--- config.mk ---
export PLATFORM = sky130hd
export DESIGN_NAME = popl_top
export DESIGN_NICKNAME = d
export VERILOG_FILES = /design/src/verilog/popl_pkg.sv /design/src/verilog/popl_pickup.sv /design/src/verilog/popl_top.sv
export SDC_FILE = /design/constraint.sdc
export NUM_CORES = 1
export LEC_CHECK = 0
export BUFFER_PORTS_ARGS = -buffer_cell sky130_fd_sc_hd__clkbuf_2
export CORE_MARGIN = 3
export CORE_UTILIZATION = 35
export CTS_CLUSTER_SIZE = 24
export DETAILED_ROUTE_END_ITERATION = 16
export SLEW_MARGIN = 40
export SYNTH_ARGS = -nofsm -noshare
export SYNTH_HDL_FRONTEND = slang
export SYNTH_SLANG_ARGS = --single-unit
--- constraint.sdc ---
create_clock -name clk -period 18.9 [get_ports clk]
set_clock_uncertainty 0.15 [all_clocks]
set_input_delay 2.835 -clock clk [delete_from_list [all_inputs] [get_ports clk]]
set_output_delay 2.835 -clock clk [all_outputs]
set_load 0.03 [all_outputs]
--- src/verilog/popl_pkg.sv ---
// constants shared by the permissive over-reach pilot logic
package popl_pkg;

  // ----------------------------------------------------------------
  // clocking and evaluation tick
  // ----------------------------------------------------------------
  localparam int CLK_PERIOD_NS  = 20;
  localparam int TICK_PERIOD_US = 1000;
  localparam int TICK_CYCLES    = (TICK_PERIOD_US * 1000) / CLK_PERIOD_NS;

  // ----------------------------------------------------------------
  // widths
  // ----------------------------------------------------------------
  localparam int APB_AW   = 8;
  localparam int APB_DW   = 32;
  localparam int SET_W    = 16;
  localparam int SET_N    = 7;
  localparam int IN_N     = 4;
  localparam int STATUS_W = 11;

  // ----------------------------------------------------------------
  // register map (byte addresses)
  // ----------------------------------------------------------------
  localparam logic [APB_AW-1:0] OFF_CTRL     = 8'h00;
  localparam logic [APB_AW-1:0] OFF_SET_BASE = 8'h04;
  localparam logic [APB_AW-1:0] OFF_SET_LAST = 8'h1C;
  localparam logic [APB_AW-1:0] OFF_STATUS   = 8'h20;

  // setting slots, one word each from OFF_SET_BASE upward
  localparam int SET_RX_QUAL  = 0;
  localparam int SET_GND_WIN  = 1;
  localparam int SET_GND_HOLD = 2;
  localparam int SET_ECHO_DUR = 3;
  localparam int SET_ECHO_LCK = 4;
  localparam int SET_OPEN_DLY = 5;
  localparam int SET_STRETCH  = 6;

  // control field positions and reset values
  localparam int CTRL_ECHO_BIT = 0;
  localparam int CTRL_GND_BIT  = 1;
  localparam int CTRL_W        = 2;
  localparam logic [CTRL_W-1:0] CTRL_RESET = 2'h0;
  localparam logic [SET_W-1:0]  SET_RESET  = 16'h0000;

  // synchronised input positions
  localparam int IN_RX   = 0;
  localparam int IN_ZONE = 1;
  localparam int IN_GND  = 2;
  localparam int IN_OPEN = 3;

  // echo sequencer, one-hot
  typedef enum logic [2:0] {
    ECHO_IDLE = 3'b001,
    ECHO_SEND = 3'b010,
    ECHO_LOCK = 3'b100
  } popl_echo_type;

endpackage : popl_pkg

--- src/verilog/popl_pickup.sv ---
// continuous-presence pickup timer counted in evaluation ticks
module popl_pickup #(
  parameter int TW = popl_pkg::SET_W
) (
  input  wire logic          clk,
  input  wire logic          reset,
  input  wire logic          ce,
  input  wire logic          tick,
  input  wire logic          level,
  input  wire logic [TW-1:0] delay,
  output logic               qualified
);
  import popl_pkg::*;

  typedef struct packed {
    logic [TW-1:0] cnt;
    logic          q;
  } popl_pk_state_type;

  popl_pk_state_type s_r;
  popl_pk_state_type s_nxt;

  if (TW < 1 || TW > APB_DW) begin : g_bad_width
    $error("popl_pickup: TW out of range");
  end

  always_comb begin
    s_nxt = s_r;
    if (!level) begin
      // any dropout restarts the qualification
      s_nxt.cnt = '0;
      s_nxt.q   = 1'b0;
    end else if (delay == '0) begin
      s_nxt.q = 1'b1;
    end else if (tick && !s_r.q) begin
      if (s_r.cnt + TW'(1) >= delay) begin
        s_nxt.q = 1'b1;
      end else begin
        s_nxt.cnt = s_r.cnt + TW'(1);
      end
    end
  end

  always_ff @(posedge clk or posedge reset) begin
    if (reset) begin
      s_r <= '0;
    end else if (ce) begin
      s_r <= s_nxt;
    end
  end

  assign qualified = s_r.q;

endmodule : popl_pickup

--- src/verilog/popl_top.sv ---
// permissive over-reach pilot logic with APB settings access
//
// How it works
// - trip only when the local over-reaching zone or the selected ground forward input sees the fault and a qualified remote receive agrees.
// - transmit is keyed while the zone pickup or the selected ground forward input is active.
// - the receive input counts only after staying high for the receive qualify delay.
// - the ground path uses the qualified receive only while the ground window is still open.
// - ground receive is delayed, cut at the window time after raw pickup, then held off.
// - the window and holdoff affect only the ground path, never the zone path.
// - with echo enabled, a qualified receive under validated open line end sends an echo.
// - the echo is a one-shot followed by an echo lockout period.
// - the echo pulse ends on the tick that completes the echo duration count, so up to one tick short, whatever the receive looks like.
// - open line end is valid only after persisting for its pickup delay.
// - every trip pulse is stretched to the trip stretch time counted in ticks from its rise, so up to one tick short.
//
// The APB register port and the address map were decided locally.
module popl_top #(
  parameter int TICK_DIV = popl_pkg::TICK_CYCLES,
  parameter int TW       = popl_pkg::SET_W
) (
  input  wire logic                         clk,
  input  wire logic                         reset,
  input  wire logic                         ce,
  input  wire logic                         psel,
  input  wire logic                         penable,
  input  wire logic                         pwrite,
  input  wire logic [popl_pkg::APB_AW-1:0]  paddr,
  input  wire logic [popl_pkg::APB_DW-1:0]  pwdata,
  output logic      [popl_pkg::APB_DW-1:0]  prdata,
  output logic                              pready,
  output logic                              pslverr,
  input  wire logic                         permissive_receive_in,
  input  wire logic                         zone_forward_in,
  input  wire logic                         ground_forward_in,
  input  wire logic                         open_end_detect_in,
  output logic                              permissive_transmit_out,
  output logic                              scheme_trip_out,
  output logic                              echo_send_out
);
  import popl_pkg::*;

  localparam int TICK_W = 16;

  // ----------------------------------------------------------------
  // elaboration checks
  // ----------------------------------------------------------------
  if (TICK_DIV < 1 || TICK_DIV > 65535) begin : g_bad_tick
    $error("popl_top: TICK_DIV out of range");
  end
  if (TW < 1 || TW > APB_DW) begin : g_bad_width
    $error("popl_top: TW out of range");
  end

  // settings arrive through the low data bits only
  if (TW > SET_W) begin : g_bad_set_width
    $error("popl_top: TW wider than a setting word");
  end

  // the synchroniser vector is packed by position, four pins only
  if (IN_N != 4) begin : g_bad_in_count
    $error("popl_top: input count must be four");
  end
  if (IN_RX >= IN_N || IN_ZONE >= IN_N
      || IN_GND >= IN_N || IN_OPEN >= IN_N) begin : g_bad_in_pos
    $error("popl_top: input position outside the vector");
  end

  // status word: synced pins plus seven scheme flags
  if (STATUS_W != IN_N + 7) begin : g_bad_status_width
    $error("popl_top: status width does not match its fields");
  end
  if (STATUS_W > APB_DW) begin : g_bad_status_fit
    $error("popl_top: status wider than the data bus");
  end

  // control bits must sit inside the control field
  if (CTRL_W > APB_DW) begin : g_bad_ctrl_width
    $error("popl_top: control field wider than the data bus");
  end
  if (CTRL_ECHO_BIT >= CTRL_W || CTRL_GND_BIT >= CTRL_W) begin : g_bad_ctrl
    $error("popl_top: control bit outside the control field");
  end

  // slot index is three address bits, so at most eight slots
  if (SET_N < 1 || SET_N > 8) begin : g_bad_slot_count
    $error("popl_top: setting slot count out of range");
  end
  if (SET_RX_QUAL >= SET_N || SET_GND_WIN >= SET_N
      || SET_GND_HOLD >= SET_N || SET_ECHO_DUR >= SET_N
      || SET_ECHO_LCK >= SET_N || SET_OPEN_DLY >= SET_N
      || SET_STRETCH >= SET_N) begin : g_bad_slot_pos
    $error("popl_top: setting slot outside the slot array");
  end

  // the decoder assumes one word per slot, packed without holes
  if (int'(OFF_SET_LAST) - int'(OFF_SET_BASE)
      != 4 * (SET_N - 1)) begin : g_bad_map
    $error("popl_top: setting window does not match slot count");
  end
  if (OFF_STATUS <= OFF_SET_LAST || OFF_CTRL >= OFF_SET_BASE)
    begin : g_bad_order
    $error("popl_top: register map overlaps");
  end
  if (OFF_SET_BASE[1:0] != 2'h0 || OFF_STATUS[1:0] != 2'h0)
    begin : g_bad_align
    $error("popl_top: register offset not word aligned");
  end

  localparam logic [TICK_W-1:0] TICK_LAST = TICK_W'(TICK_DIV - 1);

  // ----------------------------------------------------------------
  // state
  // ----------------------------------------------------------------
  typedef struct packed {
    logic [IN_N-1:0]            in_s1;
    logic [IN_N-1:0]            in_s2;
    logic [TICK_W-1:0]          tick_cnt;
    logic                       tick;
    logic [CTRL_W-1:0]          ctrl;
    logic [SET_N-1:0][TW-1:0]   set;
    logic [TW-1:0]              win_cnt;
    logic                       gnd_blocked;
    logic [TW-1:0]              hold_cnt;
    logic                       raw_prev;
    logic [TW-1:0]              stretch_cnt;
    logic                       rxq_prev;
    popl_echo_type              echo_st;
    logic [TW-1:0]              echo_cnt;
    logic                       trip;
    logic                       tx;
    logic                       echo;
    logic                       pready;
    logic                       pslverr;
    logic [APB_DW-1:0]          prdata;
  } popl_state_type;

  popl_state_type s_r;
  popl_state_type s_nxt;

  // ----------------------------------------------------------------
  // qualification timers for receive and open line end
  // ----------------------------------------------------------------
  logic [1:0]         pk_in;
  logic [1:0][TW-1:0] pk_dly;
  logic [1:0]         pk_out;

  assign pk_in[0]  = s_r.in_s2[IN_RX];
  assign pk_dly[0] = s_r.set[SET_RX_QUAL];
  assign pk_in[1]  = s_r.in_s2[IN_OPEN];
  assign pk_dly[1] = s_r.set[SET_OPEN_DLY];

  for (genvar g = 0; g < 2; g++) begin : g_pickup
    popl_pickup #(
      .TW (TW)
    ) u_pickup (
      .clk       (clk),
      .reset     (reset),
      .ce        (ce),
      .tick      (s_r.tick),
      .level     (pk_in[g]),
      .delay     (pk_dly[g]),
      .qualified (pk_out[g])
    );
  end

  logic rx_q;
  logic open_valid;
  assign rx_q       = pk_out[0];
  assign open_valid = pk_out[1];

  // ----------------------------------------------------------------
  // next-state logic
  // ----------------------------------------------------------------
  logic                    rx_raw;
  logic                    zone;
  logic                    gnd;
  logic                    gnd_sel;
  logic                    gnd_rx;
  logic                    trip_raw;
  logic                    setup;
  logic                    access;
  logic                    in_set;
  logic [APB_AW-1:0]       set_off;
  logic [2:0]              set_idx;
  logic [STATUS_W-1:0]     status;

  always_comb begin
    s_nxt = s_r;

    // two-stage input synchroniser
    s_nxt.in_s1 = {open_end_detect_in, ground_forward_in,
                   zone_forward_in, permissive_receive_in};
    s_nxt.in_s2 = s_r.in_s1;

    rx_raw  = s_r.in_s2[IN_RX];
    zone    = s_r.in_s2[IN_ZONE];
    gnd     = s_r.in_s2[IN_GND];
    gnd_sel = gnd & s_r.ctrl[CTRL_GND_BIT];

    // evaluation tick
    s_nxt.tick = 1'b0;
    if (s_r.tick_cnt == TICK_LAST) begin
      s_nxt.tick_cnt = '0;
      s_nxt.tick     = 1'b1;
    end else begin
      s_nxt.tick_cnt = s_r.tick_cnt + TICK_W'(1);
    end

    // ground window: timed from the raw receive pickup
    if (!s_r.gnd_blocked) begin
      if (!rx_raw) begin
        s_nxt.win_cnt = '0;
      end else if (s_r.tick && s_r.set[SET_GND_WIN] != '0) begin
        if (s_r.win_cnt + TW'(1) >= s_r.set[SET_GND_WIN]) begin
          s_nxt.gnd_blocked = 1'b1;
          s_nxt.hold_cnt    = s_r.set[SET_GND_HOLD];
        end else begin
          s_nxt.win_cnt = s_r.win_cnt + TW'(1);
        end
      end
    end else if (s_r.hold_cnt != '0) begin
      if (s_r.tick) begin
        s_nxt.hold_cnt = s_r.hold_cnt - TW'(1);
      end
    end else if (!rx_raw) begin
      // holdoff done and receive gone: rearm the window
      s_nxt.gnd_blocked = 1'b0;
      s_nxt.win_cnt     = '0;
    end

    // blocking touches the ground path only
    gnd_rx   = rx_q & ~s_r.gnd_blocked & s_r.ctrl[CTRL_GND_BIT];
    trip_raw = (zone & rx_q) | (gnd & gnd_rx);

    // trip stretch
    s_nxt.raw_prev = trip_raw;
    if (trip_raw && !s_r.raw_prev) begin
      s_nxt.stretch_cnt = s_r.set[SET_STRETCH];
    end else if (s_r.tick && s_r.stretch_cnt != '0) begin
      s_nxt.stretch_cnt = s_r.stretch_cnt - TW'(1);
    end
    s_nxt.trip = trip_raw | (s_r.stretch_cnt != '0);

    // echo one-shot and lockout
    s_nxt.rxq_prev = rx_q;
    case (s_r.echo_st)
      ECHO_IDLE: begin
        if (s_r.ctrl[CTRL_ECHO_BIT] && rx_q && !s_r.rxq_prev
            && open_valid && s_r.set[SET_ECHO_DUR] != '0) begin
          s_nxt.echo_st  = ECHO_SEND;
          s_nxt.echo_cnt = s_r.set[SET_ECHO_DUR];
        end
      end
      ECHO_SEND: begin
        if (s_r.tick) begin
          if (s_r.echo_cnt == TW'(1)) begin
            s_nxt.echo_cnt = s_r.set[SET_ECHO_LCK];
            s_nxt.echo_st  = (s_r.set[SET_ECHO_LCK] != '0) ? ECHO_LOCK
                                                            : ECHO_IDLE;
          end else begin
            s_nxt.echo_cnt = s_r.echo_cnt - TW'(1);
          end
        end
      end
      ECHO_LOCK: begin
        if (s_r.tick) begin
          if (s_r.echo_cnt == TW'(1)) begin
            s_nxt.echo_cnt = '0;
            s_nxt.echo_st  = ECHO_IDLE;
          end else begin
            s_nxt.echo_cnt = s_r.echo_cnt - TW'(1);
          end
        end
      end
      default: begin
        s_nxt.echo_st  = ECHO_IDLE;
        s_nxt.echo_cnt = '0;
      end
    endcase
    s_nxt.echo = (s_nxt.echo_st == ECHO_SEND);

    // echo rides on the transmit key as well
    s_nxt.tx = zone | gnd_sel | s_nxt.echo;

    // ----------------------------------------------------------------
    // APB slave: one wait-free access, answer prepared in setup
    // ----------------------------------------------------------------
    setup   = psel & ~penable;
    access  = psel & penable & s_r.pready;
    set_off = paddr - OFF_SET_BASE;
    set_idx = set_off[4:2];
    in_set  = (paddr >= OFF_SET_BASE) && (paddr <= OFF_SET_LAST)
              && (paddr[1:0] == 2'h0);
    status  = {s_r.tx, s_r.trip, (s_r.echo_st == ECHO_LOCK),
               (s_r.echo_st == ECHO_SEND), s_r.gnd_blocked,
               open_valid, rx_q, s_r.in_s2};

    s_nxt.pready  = setup;
    s_nxt.pslverr = 1'b0;
    s_nxt.prdata  = '0;
    if (setup) begin
      if (paddr == OFF_CTRL) begin
        s_nxt.prdata = APB_DW'(s_r.ctrl);
      end else if (paddr == OFF_STATUS) begin
        s_nxt.prdata = APB_DW'(status);
      end else if (in_set) begin
        s_nxt.prdata = APB_DW'(s_r.set[set_idx]);
      end else begin
        s_nxt.pslverr = 1'b1;
      end
    end

    // status is read-only; refused writes leave state alone
    if (access && pwrite && !s_r.pslverr) begin
      if (paddr == OFF_CTRL) begin
        s_nxt.ctrl = pwdata[CTRL_W-1:0];
      end else if (in_set) begin
        s_nxt.set[set_idx] = pwdata[TW-1:0];
      end
    end
  end

  // ----------------------------------------------------------------
  // state register
  // ----------------------------------------------------------------
  always_ff @(posedge clk or posedge reset) begin
    if (reset) begin
      s_r          <= '0;
      s_r.ctrl     <= CTRL_RESET;
      s_r.set      <= {SET_N{TW'(SET_RESET)}};
      s_r.echo_st  <= ECHO_IDLE;
    end else if (ce) begin
      s_r <= s_nxt;
    end
  end

  // ----------------------------------------------------------------
  // outputs, all registered
  // ----------------------------------------------------------------
  assign prdata                  = s_r.prdata;
  assign pready                  = s_r.pready;
  assign pslverr                 = s_r.pslverr;
  assign permissive_transmit_out = s_r.tx;
  assign scheme_trip_out         = s_r.trip;
  assign echo_send_out           = s_r.echo;

endmodule : popl_top

[After elaboration in Yosys (flattened, before gate mapping)]
Index checks and enable logic that the tools add are counted.
Cells by class
  add/sub/neg operators: 8
  order comparisons: 7
  equality and inequality tests: 26
  muxes and demuxes: 47
  bitwise operators: 15
  reduce and logical (&&, ||, !) cells: 42
Operator list (count)
  two-way mux 16 bit: 18
  two-way mux 17 bit: 8
  bitwise mux 112 bit: 1
  two-way mux 33 bit: 3
  nonzero test 16 bit: 5
  adder 16 x 1 -> 16 bit (second input constant): 4
  two-way mux 19 bit: 3
  case mux 19 bit (3 select lines): 1
  binary-select mux 16 bit (select 3 bit): 1
  demux 16 bit (select 3 bit): 1
  >= comparator 16 bit: 3
  subtractor 16 x 1 -> 16 bit (second input constant): 3
  zero test 16 bit: 2
  inequality test 2 bit (second input constant): 10
  equality test 16 x 1 -> 1 bit (second input constant): 1
  equality test 16 bit (second input constant): 1
  AND reduction 4 bit: 4
  logical AND 1 bit: 14
  inequality test 3 x 1 -> 1 bit (second input constant): 4
  inequality test 2 x 1 -> 1 bit (second input constant): 5
  two-way mux 3 bit: 3
  AND reduction 3 bit: 3
  AND 1 bit: 8
  equality test 8 x 6 -> 1 bit (second input constant): 1
  other kinds (18): 38
Storage, ports and cells
  flip-flop bits (word level): 280
  bits of input ports: 50
  output and inout port bits: 37
  logic and storage cells: 175

[Logic depth before layout (Yosys ltp)]
  depth in word-level cells: 8
  depth in mapped cells: 16
  gate-level depth less buffers: 13

[By module]
A second synthesis with hierarchy kept.
Unflattened totals
  cell total of the unflattened synthesis: 1567
  area total of the unflattened synthesis: 15775.1 µm²
Modules (own cells, without submodules)
  popl_top: times used 1, cells each 1199, area an instance 12572.1 µm², seq. area each 5756.8 µm²
  popl_pickup: times used 2, cells each 184, area an instance 1601.5 µm², seq. area each 425.4 µm²

[Worst setup path after synthesis]
Ideal clock, no wire load.
  path kind: input -> register
  start: input paddr[2] (netlist name)
  end: register s_r, in the netlist pk_dly[0]
  library setup time: 125 ps
  arrival time: 5254 ps
  data required time: 18625 ps
  setup slack: 13371 ps
  stages: 10
  buffers on the path: 2
  cell sequence: clkbuf_1 clkinv_1 ha_1 or3b_2 a21oi_1 nor3_1 nand2_1 nor2_1 buf_2 mux2_2
On the way
  word-level cells in the longest chain between the ends: 6
  elaborated cells between the ends (all ways): 14
  classes of those cells: add/sub: 1; order compare: 4; mux: 3; bitwise: 1; reduce/logical: 5
Ends and longest elaborated chain
  start, declared: line popl_top.sv:27  | input wire logic [popl_pkg::APB_AW-1:0] paddr,
  subtractor 5 x 3 -> 5 bit: line popl_top.sv:290  | set_off = paddr - OFF_SET_BASE;
  < comparator 3 x 4 -> 1 bit (implied by the code) or >= comparator 3 x 1 -> 1 bit (tied branches): line popl_top.sv:318  | s_nxt.set[set_idx] = pwdata[TW-1:0];
  logical AND 1 bit (implied by the code): line popl_top.sv:318
  two-way mux 16 bit (implied by the code): line popl_top.sv:318
  demux 16 bit (select 3 bit): line popl_top.sv:318
  bitwise mux 112 bit: line popl_top.sv:318
  end signal, assigned: line popl_top.sv:333  | s_r <= s_nxt;
  end, declared: line popl_top.sv:137  | popl_state_type s_r;
Parallel ways exist; a longest one is shown, timed or not.
A chain may end at the register's enable or synchronous reset.

[Worst setup path after layout]
  start: input paddr[2] (netlist name)
  end: register s_r[148] (netlist name)
The elaborated chain is that of the path after synthesis.

==> impl_results.md <==
- Share of cell area taken by muxes after synthesis: 9.704%
- Residual DRC: 0
- Compound-gate portion of the synthesized area: approximately 18%
- Max IR drop VDD: 0.09249 mV
- Maximum Capacitance Violations: 0
- Detail Placement HPWL: between 30 and 40 mm
- Number of pins with negative max-slew slack in the final report: 0
- Arrival time reported for the critical path endpoint: ~6.4 ns
- FF+latch count, synth: approximately 260
- Cell Rows: 77
- Number of synthesized flops with an enable pin: 0
- Number of sinks handled by clock tree synthesis: 264
- Overall track demand over capacity in global routing: 19.84%
- Number of inserted diodes: 0
- Unrepaired setup endpoints after global routing: no
- CTS tree: done
- Share of flip-flops with an asynchronous set or reset: 100.0%
- Crit start category: input port
- Relative slew slack: 45.28%
- Vias: 13579
- Crit end category: register
- TritonCTS Buffers: 30
- Transition time of the tightest slew-check pin: 0.8186 ns
- Final Hold Vio Count: 0
- Synthesized-area fraction occupied by adder cells: 4.621%
- Synth Area per Inst: approximately 9.5 µm²
- Gate count after technology mapping: 1678
- Number of buffer cells added on primary ports: 54
- Maximum number of pins on one net before global-route repair: 131
- Area enclosed by the die boundary: 48240 µm²
- Warnings, synthesis: 0
- Clock transition time at the flip-flop clock pins of the worst setup and hold paths: about 0.060 ns
- Fraction of the cycle the final worst path needs: 32.00%
- Routability congestion estimate from global placement: 0.8928
- Post-layout minimum cycle time: 6.048 ns
- Share of post-route cells with drive strength above 1: 17.87%
- Router iterations before antenna repair: 5
- Nets: between 1500 and 2000
- Number of hold-repair buffers added at the cts stage: 0
- Cell types occupying the most area after synthesis: sky130_fd_sc_hd__dfrtp_1 41%, sky130_fd_sc_hd__mux2_2 8.8%, sky130_fd_sc_hd__ha_1 4.6%, sky130_fd_sc_hd__nand2_1 3.3%, sky130_fd_sc_hd__o21ai_0 2.7%
- Buffer count from post-CTS setup fixing: 0
- Area share of the leading cell type in the synthesized netlist: 41.20%
- Dominant combinational cell family by area after synthesis: compound AO/OA/AOI/OAI gates
- Instance count after placement with tap cells included: around 2200
- Total detailed-routing wirelength: 48.71 mm
- First-pass GRT wire length: 75.09 mm
- Number of nets still failing antenna checks after routing: 0
- Mean number of vias per cell: approximately 6
- Critical Path RT: 19.22 ns
- Layout Cells excl Fill: ~2300
- Outcome: finished, final reports clean
- Vias in the first global route: 12817
- CTS Root Buffer Type: sky130_fd_sc_hd__clkbuf_16
- Mapped Area: 15980 µm²
- Number of distinct library cells after synthesis: 83
- Hold Worst Slack: 0.3391 ns
- Peak fanout along the critical path: 45
- Max Root-Sink Buffers: 3
- Sequential fraction of the synthesis area: 41.36%
- Horizontal die dimension: 219.6 µm
- Count of cells resized by post-cts repair: 0
- Number of DRC markers in iteration 0: 1277
- Highest achievable clock rate: 0.1654 GHz
- Num ports: between 80 and 90
- Final global-route overflow total: 0
- P per Cell Area: about 85 nW/µm²
- Latest clock arrival within the worst-skew pair: 0.59 ns
- Leakage power figure: 7.761 nW
- Library cell occupying the most area in the post-synthesis netlist: sky130_fd_sc_hd__dfrtp_1
- H-tree Lvls: 1
- Hold/Removal Path Class: reg2reg
- Total setup violations reported at the end of the flow: 0
- Most common cell in the synthesized netlist: sky130_fd_sc_hd__dfrtp_1
- Area Overhead vs Synth: 11.24%
- Start-to-end type of the worst setup path: in2reg
- Height of the chip: approximately 220 µm
- WL/cell: 21.24 µm
- Total Neg Setup Slack: 0 ns
- Antenna violations before repair: 0
- Post-Synth Simple-Gate Area: 17.05%
- Core outline area: between 40000 and 50000 µm²
- Most frequent cells after synthesis: 263 x sky130_fd_sc_hd__dfrtp_1, 142 x sky130_fd_sc_hd__nand2_1, 125 x sky130_fd_sc_hd__mux2_2
- Starting utilization of the core area: around 36%
- Leading register cell type out of synthesis: sky130_fd_sc_hd__dfrtp_1
- Share of the synthesized netlist area taken by xor and xnor gates: under 10%
-- area by class of cell --
type | count | area (µm²)
Tap cell | 592 | 740.7
Fill cell | 4359 | 26840
Clock buffer | 32 | 778.2
Multi-Input combinational cell | 1226 | 8603
Inverter | 78 | 305.3
Sequential cell | 264 | 6608
Timing Repair Buffer | 77 | 450.4
Clock inverter | 24 | 285.3
-- through the flow --
| stage | utilization [%] | setup slack (ns) | power, mW | area, µm² |
|---|---|---|---|---|
| finish | 39.84 | 12.85 | 1.504 | 17770 |
| global route | 39.84 | 12.68 | 1.573 | 17770 |
| CTS | 39.79 | 12.87 | 1.516 | 17750 |
| detailed placement | 37.41 | 12.26 | 0.8861 | 16690 |
| global placement | 37.34 | 12.29 | 0.8781 | 16660 |
| floorplan | - | 8.648 | 0.8199 | 16030 |
-- where the power goes --
group / internal, mW / switching, mW / total (mW)
clock network: 0.369 / 0.256 / 0.625
registers: 0.601 / 0.0454 / 0.647
logic: 0.0839 / 0.148 / 0.232
total: 1.05 / 0.450 / 1.50
-- final timing paths --
kind,start,to,slack (ns),cells after the start
worst max-delay path,paddr[2],s_r[148],12.85,10
worst min-delay path,s_nxt[238],pk_in[0],0.34,2
worst max register to register,g_pickup[1].u_pickup.s_r[1],g_pickup[1].u_pickup.s_r[6],14.46,11
worst min register to register,s_nxt[238],pk_in[0],0.34,2
max in group asynchronous,reset,g_pickup[1].u_pickup.s_r[10],15.10,3
min in group asynchronous,reset,s_r[78],2.22,2
-- state kept, by name (all words and copies together) (netlist names) --
name	cells
pk_dly	32
pready	1
s_r	170
pk_in	2
gnd	1
permissive_transmit_out	1
prdata	16
g_pickup.u_pickup.s_r	32
echo_send_out	1
scheme_trip_out	1
g_pickup.u_pickup.qualified	2
s_nxt	4
pslverr	1
-- metal layers --
layer  vias to the layer above  wire length, µm  track usage [%]
met5                         -                0                0
met1                      6783            21710            28.15
li1                       6180                -                -
met3                        89             3480            3.406
met2                       527            21760            30.49
met4                         0             1750            7.126
-- kinds of logic (layout without fill, tap and decap cells) --
group	Yosys count	in the layout
simple gates	534	534
compound gates	412	412
flops	264	264
buf+inv	203	211
mux	138	138
xor+xnor	67	67
fa+ha+maj	59	59
other cells	1	16
-- worst max-delay path: stages --
cell and delay, ns:
sky130_fd_sc_hd__clkbuf_2 0.07, sky130_fd_sc_hd__buf_4 0.43, sky130_fd_sc_hd__clkinv_1 0.45, sky130_fd_sc_hd__ha_1 0.45, sky130_fd_sc_hd__nand2b_1 0.15, sky130_fd_sc_hd__a21oi_1 0.09, sky130_fd_sc_hd__nor3_1 0.55, sky130_fd_sc_hd__nand2_1 0.22
sky130_fd_sc_hd__or3_1 0.69, sky130_fd_sc_hd__mux2_2 0.41
-- placed cells by master (no fill, tap or decap), types with 8 or more instances in the layout --
master	Yosys	routed
sky130_fd_sc_hd__clkinv_2	0	10
sky130_fd_sc_hd__mux2_2	125	125
sky130_fd_sc_hd__nor4_1	35	34
sky130_fd_sc_hd__nand4_1	21	21
sky130_fd_sc_hd__o2bb2ai_1	23	23
sky130_fd_sc_hd__nand2b_1	13	13
sky130_fd_sc_hd__o31ai_1	19	19
sky130_fd_sc_hd__clkbuf_16	0	30
sky130_fd_sc_hd__nand2_1	142	142
sky130_fd_sc_hd__o211ai_1	14	14
sky130_fd_sc_hd__buf_4	33	21
sky130_fd_sc_hd__clkbuf_2	0	54
sky130_fd_sc_hd__xnor2_1	46	45
sky130_fd_sc_hd__ha_1	59	58
sky130_fd_sc_hd__or3_1	15	15
sky130_fd_sc_hd__and2_1	11	11
sky130_fd_sc_hd__nand3_1	59	58
sky130_fd_sc_hd__nor3_1	66	65
sky130_fd_sc_hd__o221ai_1	12	11
sky130_fd_sc_hd__and4_1	9	9
sky130_fd_sc_hd__a22oi_1	21	21
sky130_fd_sc_hd__a31oi_1	33	32
sky130_fd_sc_hd__and3_1	18	18
sky130_fd_sc_hd__o21ai_0	86	86
sky130_fd_sc_hd__a211o_1	8	8
sky130_fd_sc_hd__dfrtp_1	263	263
sky130_fd_sc_hd__conb_1	1	16
sky130_fd_sc_hd__a21o_1	12	12
sky130_fd_sc_hd__or2_2	8	8
sky130_fd_sc_hd__a21oi_1	81	81
sky130_fd_sc_hd__a32oi_1	11	11
sky130_fd_sc_hd__inv_1	77	76
sky130_fd_sc_hd__o22ai_1	10	10
sky130_fd_sc_hd__or4_1	8	8
sky130_fd_sc_hd__nor2_1	94	92
sky130_fd_sc_hd__xor2_1	21	20
sky130_fd_sc_hd__mux2i_1	12	12
Note: power is estimated with default switching activity, not from simulation.
